[src/asu_defs.vh]
// Register offsets, field positions, reset values and timing constants
`ifndef ASU_DEFS_VH
`define ASU_DEFS_VH

// ----------------------------------------------------------------------------
// Register offsets (8-bit register port)
// ----------------------------------------------------------------------------
`define ASU_ADDR_W        3
`define ASU_OFF_TXSHIFT   3'h0
`define ASU_OFF_RXBUF     3'h0
`define ASU_OFF_MODE      3'h1
`define ASU_OFF_ERRSTAT   3'h2
`define ASU_OFF_BAUD      3'h3
`define ASU_OFF_PINSEL    3'h4
`define ASU_OFF_FLAGS     3'h5

// ----------------------------------------------------------------------------
// Mode register fields
// ----------------------------------------------------------------------------
`define ASU_MODE_TXEN     7
`define ASU_MODE_RXEN     6
`define ASU_MODE_PAR_HI   5
`define ASU_MODE_PAR_LO   4
`define ASU_MODE_CHAR8    3
`define ASU_MODE_STOP2    2
`define ASU_MODE_ERRIRQ   1
`define ASU_MODE_EXTCLK   0
`define ASU_PAR_NONE      2'h0
`define ASU_PAR_ZERO      2'h1
`define ASU_PAR_ODD       2'h2
`define ASU_PAR_EVEN      2'h3

// ----------------------------------------------------------------------------
// Error status, pin select and flag register fields
// ----------------------------------------------------------------------------
`define ASU_ERR_PARITY    2
`define ASU_ERR_FRAMING   1
`define ASU_ERR_OVERRUN   0
`define ASU_PINSEL_OUT    5
`define ASU_PINSEL_IN     4
`define ASU_FLAG_TXDONE   0
`define ASU_FLAG_TXBUSY   1
`define ASU_FLAG_RXBUSY   2

// ----------------------------------------------------------------------------
// Reset values and baud generator constants
// ----------------------------------------------------------------------------
`define ASU_RST_MODE      8'h00
`define ASU_RST_BAUD      8'h00
`define ASU_RST_PINSEL    8'h00
`define ASU_BAUD_K_BASE   5'h10
`define ASU_BAUD_K_MAX    4'hE
`define ASU_PRESC_N_MIN   4'h1
`define ASU_PRESC_N_MAX   4'hB

`endif

[src/asu_uart_channel.v]
// Asynchronous serial transmitter and receiver channel with register port
`timescale 1ns/1ps
// Notes on behaviour
// - Frame: start, 7 or 8 data bits, optional parity, 1 or 2 stops.
// - 7-bit mode: transmit ignores data bit 7, receive bit 7 reads zero.
// - Even parity transmit: parity one when data holds odd count of ones.
// - Even parity receive: odd total ones including parity is error.
// - Odd parity: transmit makes total odd, receive flags even total.
// - Zero parity: send zero parity bit, never check on receive.
// - No parity: no parity bit sent or expected, no parity error.
// - Writing transmit shift register starts a framed transmission.
// - Shifter empty raises tx-complete request and sets its flag.
// - Receive enable starts sampling selected input with chosen clock.
// - Low input starts counter; resample at half bit confirms start.
// - After data, parity, one stop: load buffer, raise rx-complete.
// - Errored frame still loads buffer; rx-complete only if mode bit 1 zero.
// - Clearing receive enable stops reception, no buffer or flag change.
// - Disable near frame end: old data, new data, or new data plus irq.
// - Each error sets status flag and rx-error irq at frame end, even when mode bit 1 suppresses rx-complete.
// - Framing error on missing stop; overrun if buffer unread at completion.
// - Error status clears on buffer read or next frame, new errors set.
// - Output select acts only with transmit on, input only with receive on.
// - Internal clock: rate is fclk over two-power-n times (k plus 16).
// - External clock: rate is pin clock over two times (k plus 16).
`include "asu_defs.vh"

module asu_uart_channel (
  input  wire       clk,
  input  wire       nrst,
  input  wire [2:0] regAddr,
  input  wire [7:0] regWrData,
  input  wire       regWrStb,
  input  wire       regRdStb,
  output reg  [7:0] regRdData,
  input  wire       serialInPrimary,
  input  wire       serialInAlternate,
  input  wire       externalBaudClockPin,
  output reg        serialOutPrimary,
  output reg        serialOutAlternate,
  output wire       txCompleteIrq,
  output wire       rxCompleteIrq,
  output wire       rxErrorIrq
);

  // --------------------------------------------------------------------------
  // Registers and pin synchronisers
  // --------------------------------------------------------------------------
  reg  [7:0] mode_reg;
  reg  [7:0] baud_reg;
  reg  [7:0] pinSel_reg;
  reg  [7:0] rxBuf_reg;
  reg  [2:0] errStat_reg;
  reg        txDoneFlag_reg;
  reg        rxUnread_reg;
  reg  [1:0] rxPriSync_reg;
  reg  [1:0] rxAltSync_reg;
  reg  [1:0] extClkSync_reg;
  reg        extClkOld_reg;

  wire       txEn    = mode_reg[`ASU_MODE_TXEN];
  wire       rxEn    = mode_reg[`ASU_MODE_RXEN];
  wire [1:0] parMode = mode_reg[`ASU_MODE_PAR_HI:`ASU_MODE_PAR_LO];
  wire       char8   = mode_reg[`ASU_MODE_CHAR8];
  wire       stop2   = mode_reg[`ASU_MODE_STOP2];
  wire       extClk  = mode_reg[`ASU_MODE_EXTCLK];
  wire       parOn   = (parMode != `ASU_PAR_NONE);

  wire wrTx   = regWrStb && (regAddr == `ASU_OFF_TXSHIFT);
  wire wrMode = regWrStb && (regAddr == `ASU_OFF_MODE);
  wire rdBuf  = regRdStb && (regAddr == `ASU_OFF_RXBUF);

  always @(posedge clk or negedge nrst) begin
    if (!nrst) begin
      rxPriSync_reg  <= 2'h3;
      rxAltSync_reg  <= 2'h3;
      extClkSync_reg <= 2'h0;
      extClkOld_reg  <= 1'b0;
    end else begin
      rxPriSync_reg  <= {rxPriSync_reg[0], serialInPrimary};
      rxAltSync_reg  <= {rxAltSync_reg[0], serialInAlternate};
      extClkSync_reg <= {extClkSync_reg[0], externalBaudClockPin};
      extClkOld_reg  <= extClkSync_reg[1];
    end
  end

  // Input select acts only while reception is enabled
  wire rxLine = (rxEn && pinSel_reg[`ASU_PINSEL_IN]) ?
                rxAltSync_reg[1] : rxPriSync_reg[1];

  // --------------------------------------------------------------------------
  // Baud generator: prescaler then 5-bit divide by k+16, half-bit ticks
  // --------------------------------------------------------------------------
  function [3:0] prescN;
    input [7:0] b;
    begin
      if (b[3:0] == 4'h0)
        prescN = `ASU_PRESC_N_MAX;
      else
        prescN = b[3:0] - 4'h4;
    end
  endfunction

  // Odd count of ones over a data and parity field
  function oddOnes;
    input [8:0] v;
    begin
      oddOnes = ^v;
    end
  endfunction

  reg  [10:0] prescCnt_reg;
  reg  [4:0]  divCnt_reg;
  reg         halfTick_reg;
  wire [3:0]  nVal = prescN(baud_reg);
  wire [3:0]  kVal = baud_reg[7:4];
  // Internal source: n-1 prescaler bits feed the divider, so fclk / 2^(n-1)
  // appears at the half-bit divider input; the half-bit tick doubles it.
  wire [10:0] prescMask = (11'h001 << (nVal - 4'h1)) - 11'h001;
  wire        srcTick   = extClk ? (extClkSync_reg[1] && !extClkOld_reg)
                                 : ((prescCnt_reg & prescMask) == prescMask);
  wire [4:0]  divTop    = `ASU_BAUD_K_BASE + {1'b0, kVal} - 5'h1;

  // One baud generator, restarted by receive start detection
  // A restart mid-transmission shifts the transmit bit phase as well
  reg rxRestart;

  always @(posedge clk or negedge nrst) begin
    if (!nrst) begin
      prescCnt_reg <= 11'h000;
      divCnt_reg   <= 5'h00;
      halfTick_reg <= 1'b0;
    end else begin
      halfTick_reg <= 1'b0;
      prescCnt_reg <= prescCnt_reg + 11'h001;
      if (rxRestart) begin
        divCnt_reg <= 5'h00;
      end else if (srcTick) begin
        if (divCnt_reg >= divTop) begin
          divCnt_reg   <= 5'h00;
          halfTick_reg <= 1'b1;
        end else begin
          divCnt_reg <= divCnt_reg + 5'h01;
        end
      end
    end
  end

  // Transmit needs its own half-tick phase since the receiver may restart
  reg txPhase_reg;

  // --------------------------------------------------------------------------
  // Transmitter
  // --------------------------------------------------------------------------
  reg  [11:0] txShift_reg;
  reg  [3:0]  txLeft_reg;
  reg         txBusy_reg;
  reg         txLive_reg;
  wire [7:0]  txData   = char8 ? regWrData : {1'b0, regWrData[6:0]};
  wire        txOnes   = oddOnes({1'b0, txData});
  wire        txParity = (parMode == `ASU_PAR_EVEN) ? txOnes :
                         (parMode == `ASU_PAR_ODD)  ? ~txOnes :
                         1'b0;
  wire [3:0]  txBits   = 4'h1 + (char8 ? 4'h8 : 4'h7)
                       + {3'h0, parOn} + (stop2 ? 4'h2 : 4'h1);
  wire [11:0] txFrame  = char8 ?
                         (parOn ? {2'h3, txParity, txData, 1'b0}
                                : {3'h7, txData, 1'b0})
                       : (parOn ? {3'h7, txParity, txData[6:0], 1'b0}
                                : {4'hF, txData[6:0], 1'b0});
  // Line stays idle until the first half tick aligns the start bit
  wire        txLine   = (txBusy_reg && txLive_reg) ? txShift_reg[0]
                                                    : 1'b1;
  wire        txDoneIrq = txBusy_reg && txLive_reg && txEn && halfTick_reg
                          && txPhase_reg && (txLeft_reg == 4'h1);

  always @(posedge clk or negedge nrst) begin
    if (!nrst) begin
      txShift_reg    <= 12'hFFF;
      txLeft_reg     <= 4'h0;
      txBusy_reg     <= 1'b0;
      txPhase_reg    <= 1'b0;
      txLive_reg     <= 1'b0;
      txDoneFlag_reg <= 1'b0;
    end else begin
      if (!txEn) begin
        txBusy_reg <= 1'b0;
      end else if (wrTx && !txBusy_reg) begin
        txShift_reg <= txFrame;
        txLeft_reg  <= txBits;
        txBusy_reg  <= 1'b1;
        txPhase_reg <= 1'b0;
        txLive_reg  <= 1'b0;
      end else if (txBusy_reg && halfTick_reg && !txLive_reg) begin
        txLive_reg <= 1'b1;
      end else if (txBusy_reg && halfTick_reg) begin
        txPhase_reg <= ~txPhase_reg;
        if (txPhase_reg) begin
          txShift_reg <= {1'b1, txShift_reg[11:1]};
          txLeft_reg  <= txLeft_reg - 4'h1;
          if (txLeft_reg == 4'h1)
            txBusy_reg <= 1'b0;
        end
      end
      // Completion wins over a same-cycle clear by write
      if (txDoneIrq)
        txDoneFlag_reg <= 1'b1;
      else if (wrTx)
        txDoneFlag_reg <= 1'b0;
    end
  end

  always @(posedge clk or negedge nrst) begin
    if (!nrst) begin
      serialOutPrimary   <= 1'b1;
      serialOutAlternate <= 1'b1;
    end else begin
      // Output select acts only while transmission is enabled
      if (txEn && pinSel_reg[`ASU_PINSEL_OUT]) begin
        serialOutPrimary   <= 1'b1;
        serialOutAlternate <= txLine;
      end else begin
        serialOutPrimary   <= txLine;
        serialOutAlternate <= 1'b1;
      end
    end
  end

  // --------------------------------------------------------------------------
  // Receiver
  // --------------------------------------------------------------------------
  localparam RX_IDLE  = 2'h0;
  localparam RX_START = 2'h1;
  localparam RX_DATA  = 2'h2;

  reg [1:0] rxState_reg;
  reg [1:0] rxState_next;
  reg [3:0] rxCnt_reg;
  reg       rxPhase_reg;
  reg [8:0] rxShift_reg;
  reg       rxDoneIrq;
  reg       rxErrIrq;
  wire      rxBusy = (rxState_reg != RX_IDLE);

  wire [3:0] rxBits = (char8 ? 4'h8 : 4'h7) + {3'h0, parOn};
  wire [7:0] rxData = char8 ? (parOn ? rxShift_reg[7:0] : rxShift_reg[8:1])
                            : {1'b0, (parOn ? rxShift_reg[8:2]
                                            : rxShift_reg[8:2])};
  wire [7:0] rxData7 = parOn ? {1'b0, rxShift_reg[7:1]}
                             : {1'b0, rxShift_reg[8:2]};
  wire [7:0] rxWord  = char8 ? rxData : rxData7;
  // Parity over all received data and parity bits
  wire       parOnes = oddOnes(char8 ? rxShift_reg[8:0]
                                     : {1'b0, rxShift_reg[8:1]});
  wire       parErr  = (parMode == `ASU_PAR_EVEN) ? parOnes :
                       (parMode == `ASU_PAR_ODD)  ? ~parOnes :
                       1'b0;
  wire       stopTick = (rxState_reg == RX_DATA) && halfTick_reg
                        && rxPhase_reg && (rxCnt_reg == rxBits);
  wire [2:0] newErr   = {parErr, ~rxLine, rxUnread_reg};

  always @* begin
    rxState_next = rxState_reg;
    rxRestart    = 1'b0;
    case (rxState_reg)
      RX_IDLE:
        if (!rxLine) begin
          rxState_next = RX_START;
          rxRestart    = 1'b1;
        end
      RX_START:
        if (halfTick_reg) begin
          rxState_next = rxLine ? RX_IDLE : RX_DATA;
          rxRestart    = !rxLine;
        end
      RX_DATA:
        if (stopTick)
          rxState_next = RX_IDLE;
      default:
        rxState_next = RX_IDLE;
    endcase
    if (!rxEn) begin
      rxState_next = RX_IDLE;
      rxRestart    = 1'b0;
    end
    rxDoneIrq = rxEn && stopTick && ((newErr == 3'h0)
                || !mode_reg[`ASU_MODE_ERRIRQ]);
    rxErrIrq  = rxEn && stopTick && (newErr != 3'h0);
  end

  always @(posedge clk or negedge nrst) begin
    if (!nrst) begin
      rxState_reg  <= RX_IDLE;
      rxCnt_reg    <= 4'h0;
      rxPhase_reg  <= 1'b0;
      rxShift_reg  <= 9'h000;
      rxBuf_reg    <= 8'h00;
      errStat_reg  <= 3'h0;
      rxUnread_reg <= 1'b0;
    end else begin
      rxState_reg <= rxState_next;
      if (rxRestart) begin
        rxCnt_reg   <= 4'h0;
        rxPhase_reg <= 1'b0;
      end else if (rxState_reg == RX_DATA && halfTick_reg) begin
        rxPhase_reg <= ~rxPhase_reg;
        // Sample at bit centre, LSB first into the top
        if (rxPhase_reg && rxCnt_reg != rxBits) begin
          rxShift_reg <= {rxLine, rxShift_reg[8:1]};
          rxCnt_reg   <= rxCnt_reg + 4'h1;
        end
      end
      // Frame end while enabled: buffer and status update together
      if (rxEn && stopTick) begin
        rxBuf_reg    <= rxWord;
        errStat_reg  <= newErr;
        rxUnread_reg <= 1'b1;
      end else if (rdBuf) begin
        errStat_reg  <= 3'h0;
        rxUnread_reg <= 1'b0;
      end
    end
  end

  // --------------------------------------------------------------------------
  // Interrupt request outputs
  // --------------------------------------------------------------------------
  assign txCompleteIrq = txDoneIrq;
  assign rxCompleteIrq = rxDoneIrq;
  assign rxErrorIrq    = rxErrIrq;

  // --------------------------------------------------------------------------
  // Register port
  // --------------------------------------------------------------------------
  // Mode writes act at once; a rewrite mid-frame is not guarded here
  always @(posedge clk or negedge nrst) begin
    if (!nrst) begin
      mode_reg   <= `ASU_RST_MODE;
      baud_reg   <= `ASU_RST_BAUD;
      pinSel_reg <= `ASU_RST_PINSEL;
    end else if (regWrStb) begin
      if (wrMode)
        mode_reg <= regWrData;
      if (regAddr == `ASU_OFF_BAUD)
        baud_reg <= regWrData;
      if (regAddr == `ASU_OFF_PINSEL)
        pinSel_reg <= regWrData & 8'h30;
    end
  end

  always @(posedge clk or negedge nrst) begin
    if (!nrst) begin
      regRdData <= 8'h00;
    end else if (regRdStb) begin
      case (regAddr)
        `ASU_OFF_RXBUF:   regRdData <= rxBuf_reg;
        `ASU_OFF_MODE:    regRdData <= mode_reg;
        `ASU_OFF_ERRSTAT: regRdData <= {5'h00, errStat_reg};
        `ASU_OFF_BAUD:    regRdData <= baud_reg;
        `ASU_OFF_PINSEL:  regRdData <= pinSel_reg;
        `ASU_OFF_FLAGS:   regRdData <= {5'h00, rxBusy, txBusy_reg,
                                        txDoneFlag_reg};
        default:          regRdData <= 8'h00;
      endcase
    end else begin
      regRdData <= 8'h00;
    end
  end

endmodule // asu_uart_channel

[config.mk]
export PLATFORM = sky130hd
export DESIGN_NAME = asu_uart_channel
export DESIGN_NICKNAME = d
export VERILOG_FILES = /design/src/asu_uart_channel.v
export VERILOG_INCLUDE_DIRS = /design/src
export SDC_FILE = /design/constraint.sdc
export NUM_CORES = 1
export LEC_CHECK = 0
export ABC_AREA = 1
export BUFFER_PORTS_ARGS = -buffer_cell sky130_fd_sc_hd__buf_2
export CORE_MARGIN = 4
export CORE_UTILIZATION = 55
export CTS_BUF_LIST = sky130_fd_sc_hd__clkbuf_8
export CTS_CLUSTER_DIAMETER = 150
export DETAILED_ROUTE_END_ITERATION = 16
export HOLD_SLACK_MARGIN = 0.05
export PLACE_DENSITY = 0.73
export SLEW_MARGIN = 0
export SYNTH_ARGS = -nofsm -noshare
export SYNTH_HDL_FRONTEND = slang
export SYNTH_SLANG_ARGS = --single-unit
[constraint.sdc]
create_clock -name clk -period 3.23 [get_ports clk]
set_input_delay 0.646 -clock clk [delete_from_list [all_inputs] [get_ports clk]]
set_output_delay 0.646 -clock clk [all_outputs]
set_load 0.05 [all_outputs]
==> results.sh <==
export IMPL_drt_iter0_drc=199
export IMPL_critical_path_class="flip-flop to output port"
export IMPL_ys_seq_area_share_pct=44.1
export IMPL_swShare_pct=36.4
export IMPL_cts_buffer_depth=2
export IMPL_drc=0
export IMPL_routed_wl_mm=12.4
export IMPL_start_util_pct=56.8
export IMPL_io_buffers=30
export IMPL_finalCriticalPeriod_ns=3.01
export IMPL_synth_top_area_share_pct=36.6
export IMPL_place_congestion=0.889
export IMPL_fin_nets=752
export IMPL_ant_nets=0
export IMPL_finalCritPeriodShare_pct=93.2
export IMPL_rows=36
export IMPL_syn_avg_cell_area_sq_um=8.28
export IMPL_cp_end_kind="output port"
export IMPL_power_frac_seq_pct=44.1
export IMPL_wire_per_inst_microns=14.6
export IMPL_peakVddDrop_mv=0.350
export IMPL_timing_rr_end="halfTick_reg"
export IMPL_hold_class="input pin to flip-flop"
export IMPL_wl_met3_microns=783
export IMPL_synth_seq_cells=98
export IMPL_holdPathStages=1
export IMPL_drt_pass1_iter_count=4
export IMPL_grt_util_all_layers_pct=23.0
export IMPL_dpl_worst_slack_ns=0.477
export IMPL_cap_violations=0
export IMPL_place_area_sq_mm=0.00589
export IMPL_ys_flop_type="dfrtp_1"
export IMPL_holdWs_ns=0.353
export IMPL_post_route_util_pct=62.3
export IMPL_worst_slew_pin_slew_ns=1.07
export IMPL_via_per_inst=5.30
export IMPL_dp_cells=830
export IMPL_reg2reg_depth=14
export IMPL_largest_register_ffs=11
export IMPL_arrival_ns=2.36
export IMPL_die_w_microns=109
export IMPL_yosys_warnings=0
export IMPL_setup_viol=0
export IMPL_combPwrFrac_pct=30.1
export IMPL_worstPathRequired_ns=2.58
export IMPL_hold_viol=0
export IMPL_die_h_microns=109
export IMPL_rsz0062_at_grt="false"
export IMPL_whs_endpoint="rxPriSync_reg[0]"
export IMPL_slew_violations=0
export IMPL_synth_edf_count=0
export IMPL_top_layer_used="met4"
export IMPL_dieArea_sq_mm=0.0119
export IMPL_clk_pin_slew_ns=0.10
export IMPL_clk_latency_ns=0.38
export IMPL_cts_sinks=98
export IMPL_slew_headroom_pct=28.4
export IMPL_p_switching_mw=1.26
export IMPL_wl_met1_mm=5.78
export IMPL_netlist_instances=677
export IMPL_fin_skew_ns=0.00890
export IMPL_crit_fanout=20
export IMPL_grt_pass1_vias=4328
export IMPL_power_frac_clock_pct=25.7
export IMPL_dp_hpwl_mm=9.42
export IMPL_seq_area_sq_mm=0.00247
export IMPL_internal_power_mw=2.21
export IMPL_antenna_found_initial=0
export IMPL_setup_tns_final_ns=0
export IMPL_via_count=4492
export IMPL_p_total_mw=3.47
export IMPL_grt_pass1_wl_mm=21.2
export IMPL_multi_input_area_sq_mm=0.00269
export IMPL_gr_total_overflow=0
export IMPL_io_pins=31
export IMPL_ys_top_cells_by_area="dfrtp_1, nand2_1, dfstp_2"
export IMPL_synth_top_cell_by_area="dfrtp_1"
export IMPL_htree_levels=3
export IMPL_finalInstanceArea_sq_mm=0.00615
export IMPL_status="completed"
export IMPL_root_buffer="clkbuf_8"
export IMPL_cts_tree="yes"
export IMPL_area_growth_synth_to_final_pct=9.64
export IMPL_numCtsBuffers=9
export IMPL_synth_distinct_cells=48
export IMPL_cp_start_kind="flip-flop"
export IMPL_fill_cells=823
export IMPL_setup_ws_ns=0.219
export IMPL_timing_fmax_mhz=332
export IMPL_postCtsHoldBufs=0
export IMPL_grt_start_max_net_pins=89
export IMPL_leakage_nw=3.02
export IMPL_final_instance_count_excl_fill=848
export IMPL_power_density_mw_per_mm2=564
export IMPL_drive_above_1_share_pct=16.6
export IMPL_met2WireLength_mm=5.54
export IMPL_worstReg2RegStart="baud_reg[2]"
export IMPL_postSynth_asyncResetShare_pct=100
export IMPL_diodes=0
export IMPL_syn_area_sq_mm=0.00561
export IMPL_core_area_sq_mm=0.00986
export IMPL_synth_fp_nets=719
export IMPL_hp_start="serialInPrimary"
export IMPL_reg2reg_setup_slack_ns=0.61
## power groups by stage
stage,Sequential [mW],Clock (mW),Combinational [mW]
after detailed placement,1.55,0,1.03
after global placement,1.54,0,0.994
after floorplan,1.51,0,0.809
after CTS,1.53,0.919,1.04
after global routing,1.55,0.971,1.19
final,1.53,0.892,1.04
## placed cells by master (no fill, tap or decap), drive strengths merged, types with 16 or more instances in the layout
master / n
ha: 23
buf: 38
a21oi: 18
dfrtp: 82
o21ai: 78
inv: 101
dfstp: 16
nor2: 49
nand3: 39
xor2: 22
nand2: 162
## cell usage after synthesis, types with 2 or more instances
library cell and instances:
nand2_1 151, inv_1 88, dfrtp_1 82, o21ai_0 63, nor2_1 38, nand3_1 32, ha_1 23, xor2_1 22
dfstp_2 16, a21oi_1 15, nand4_1 13, o21ai_1 13, xnor2_1 11, clkbuf_1 9, inv_2 9, nand2_2 9
nor3_1 9, o22ai_1 7, a221oi_1 6, nand3_2 6, nor2_2 6, buf_4 4, o221ai_1 4, nor2_4 3
o211ai_1 3, o31ai_1 3, a211oi_1 2, a21oi_2 2, a31oi_1 2, buf_2 2, nand2_4 2, nand3b_1 2
nor2_8 2, nor3b_1 2, o21a_1 2, o21ai_2 2
## what timing repair did
item,CTS,global route
setup endpoints to repair,0,2
gates resized for setup,0,7
buffers inserted,0,2
## per-layer routing
layer  up-vias  global-route usage (%)
met3        20                    5.74
li1       2273                       -
met5         -                       0
met4         0                    8.21
met1      2083                    32.8
met2       116                    33.9
## critical path, cell delays in order, from the launching register on
cell and delay, ns:
dfrtp_1 0.39, buf_4 0.20, o21ai_1 0.17, xor2_1 0.18, xor2_1 0.22, inv_1 0.06
nand2_1 0.07, nand3_1 0.08, nand3_1 0.20, nand2_1 0.09, a21oi_2 0.12, buf_4 0.20
## cells by family after synthesis
family | Yosys count | share of synthesized area [%]
flops | 98 | 44.1
xor+xnor | 33 | 5.15
buf+inv | 114 | 8.12
fa+ha+maj | 24 | 5.49
simple gates | 279 | 23.5
compound gates | 129 | 13.7
## worst max path at each step
stage / start / end / slack, ns
floorplan: mode_reg[4] / rxCompleteIrq / -0.09
global placement: mode_reg[4] / rxCompleteIrq / 0.58
CTS: mode_reg[5] / rxCompleteIrq / 0.03
detailed placement: mode_reg[5] / rxCompleteIrq / 0.48
finish: mode_reg[3] / rxCompleteIrq / 0.22
global route: mode_reg[5] / rxCompleteIrq / 0.02
## cell type report
cell class	instances	share of cell area, %
multi-input combinational	465	43.8
sequential	98	40.2
inverter	98	6.02
timing repair buffer	38	3.60
tap	133	2.71
clock buffer	9	2.02
clock inverter	7	1.61
(Power assumes the default switching activity.)
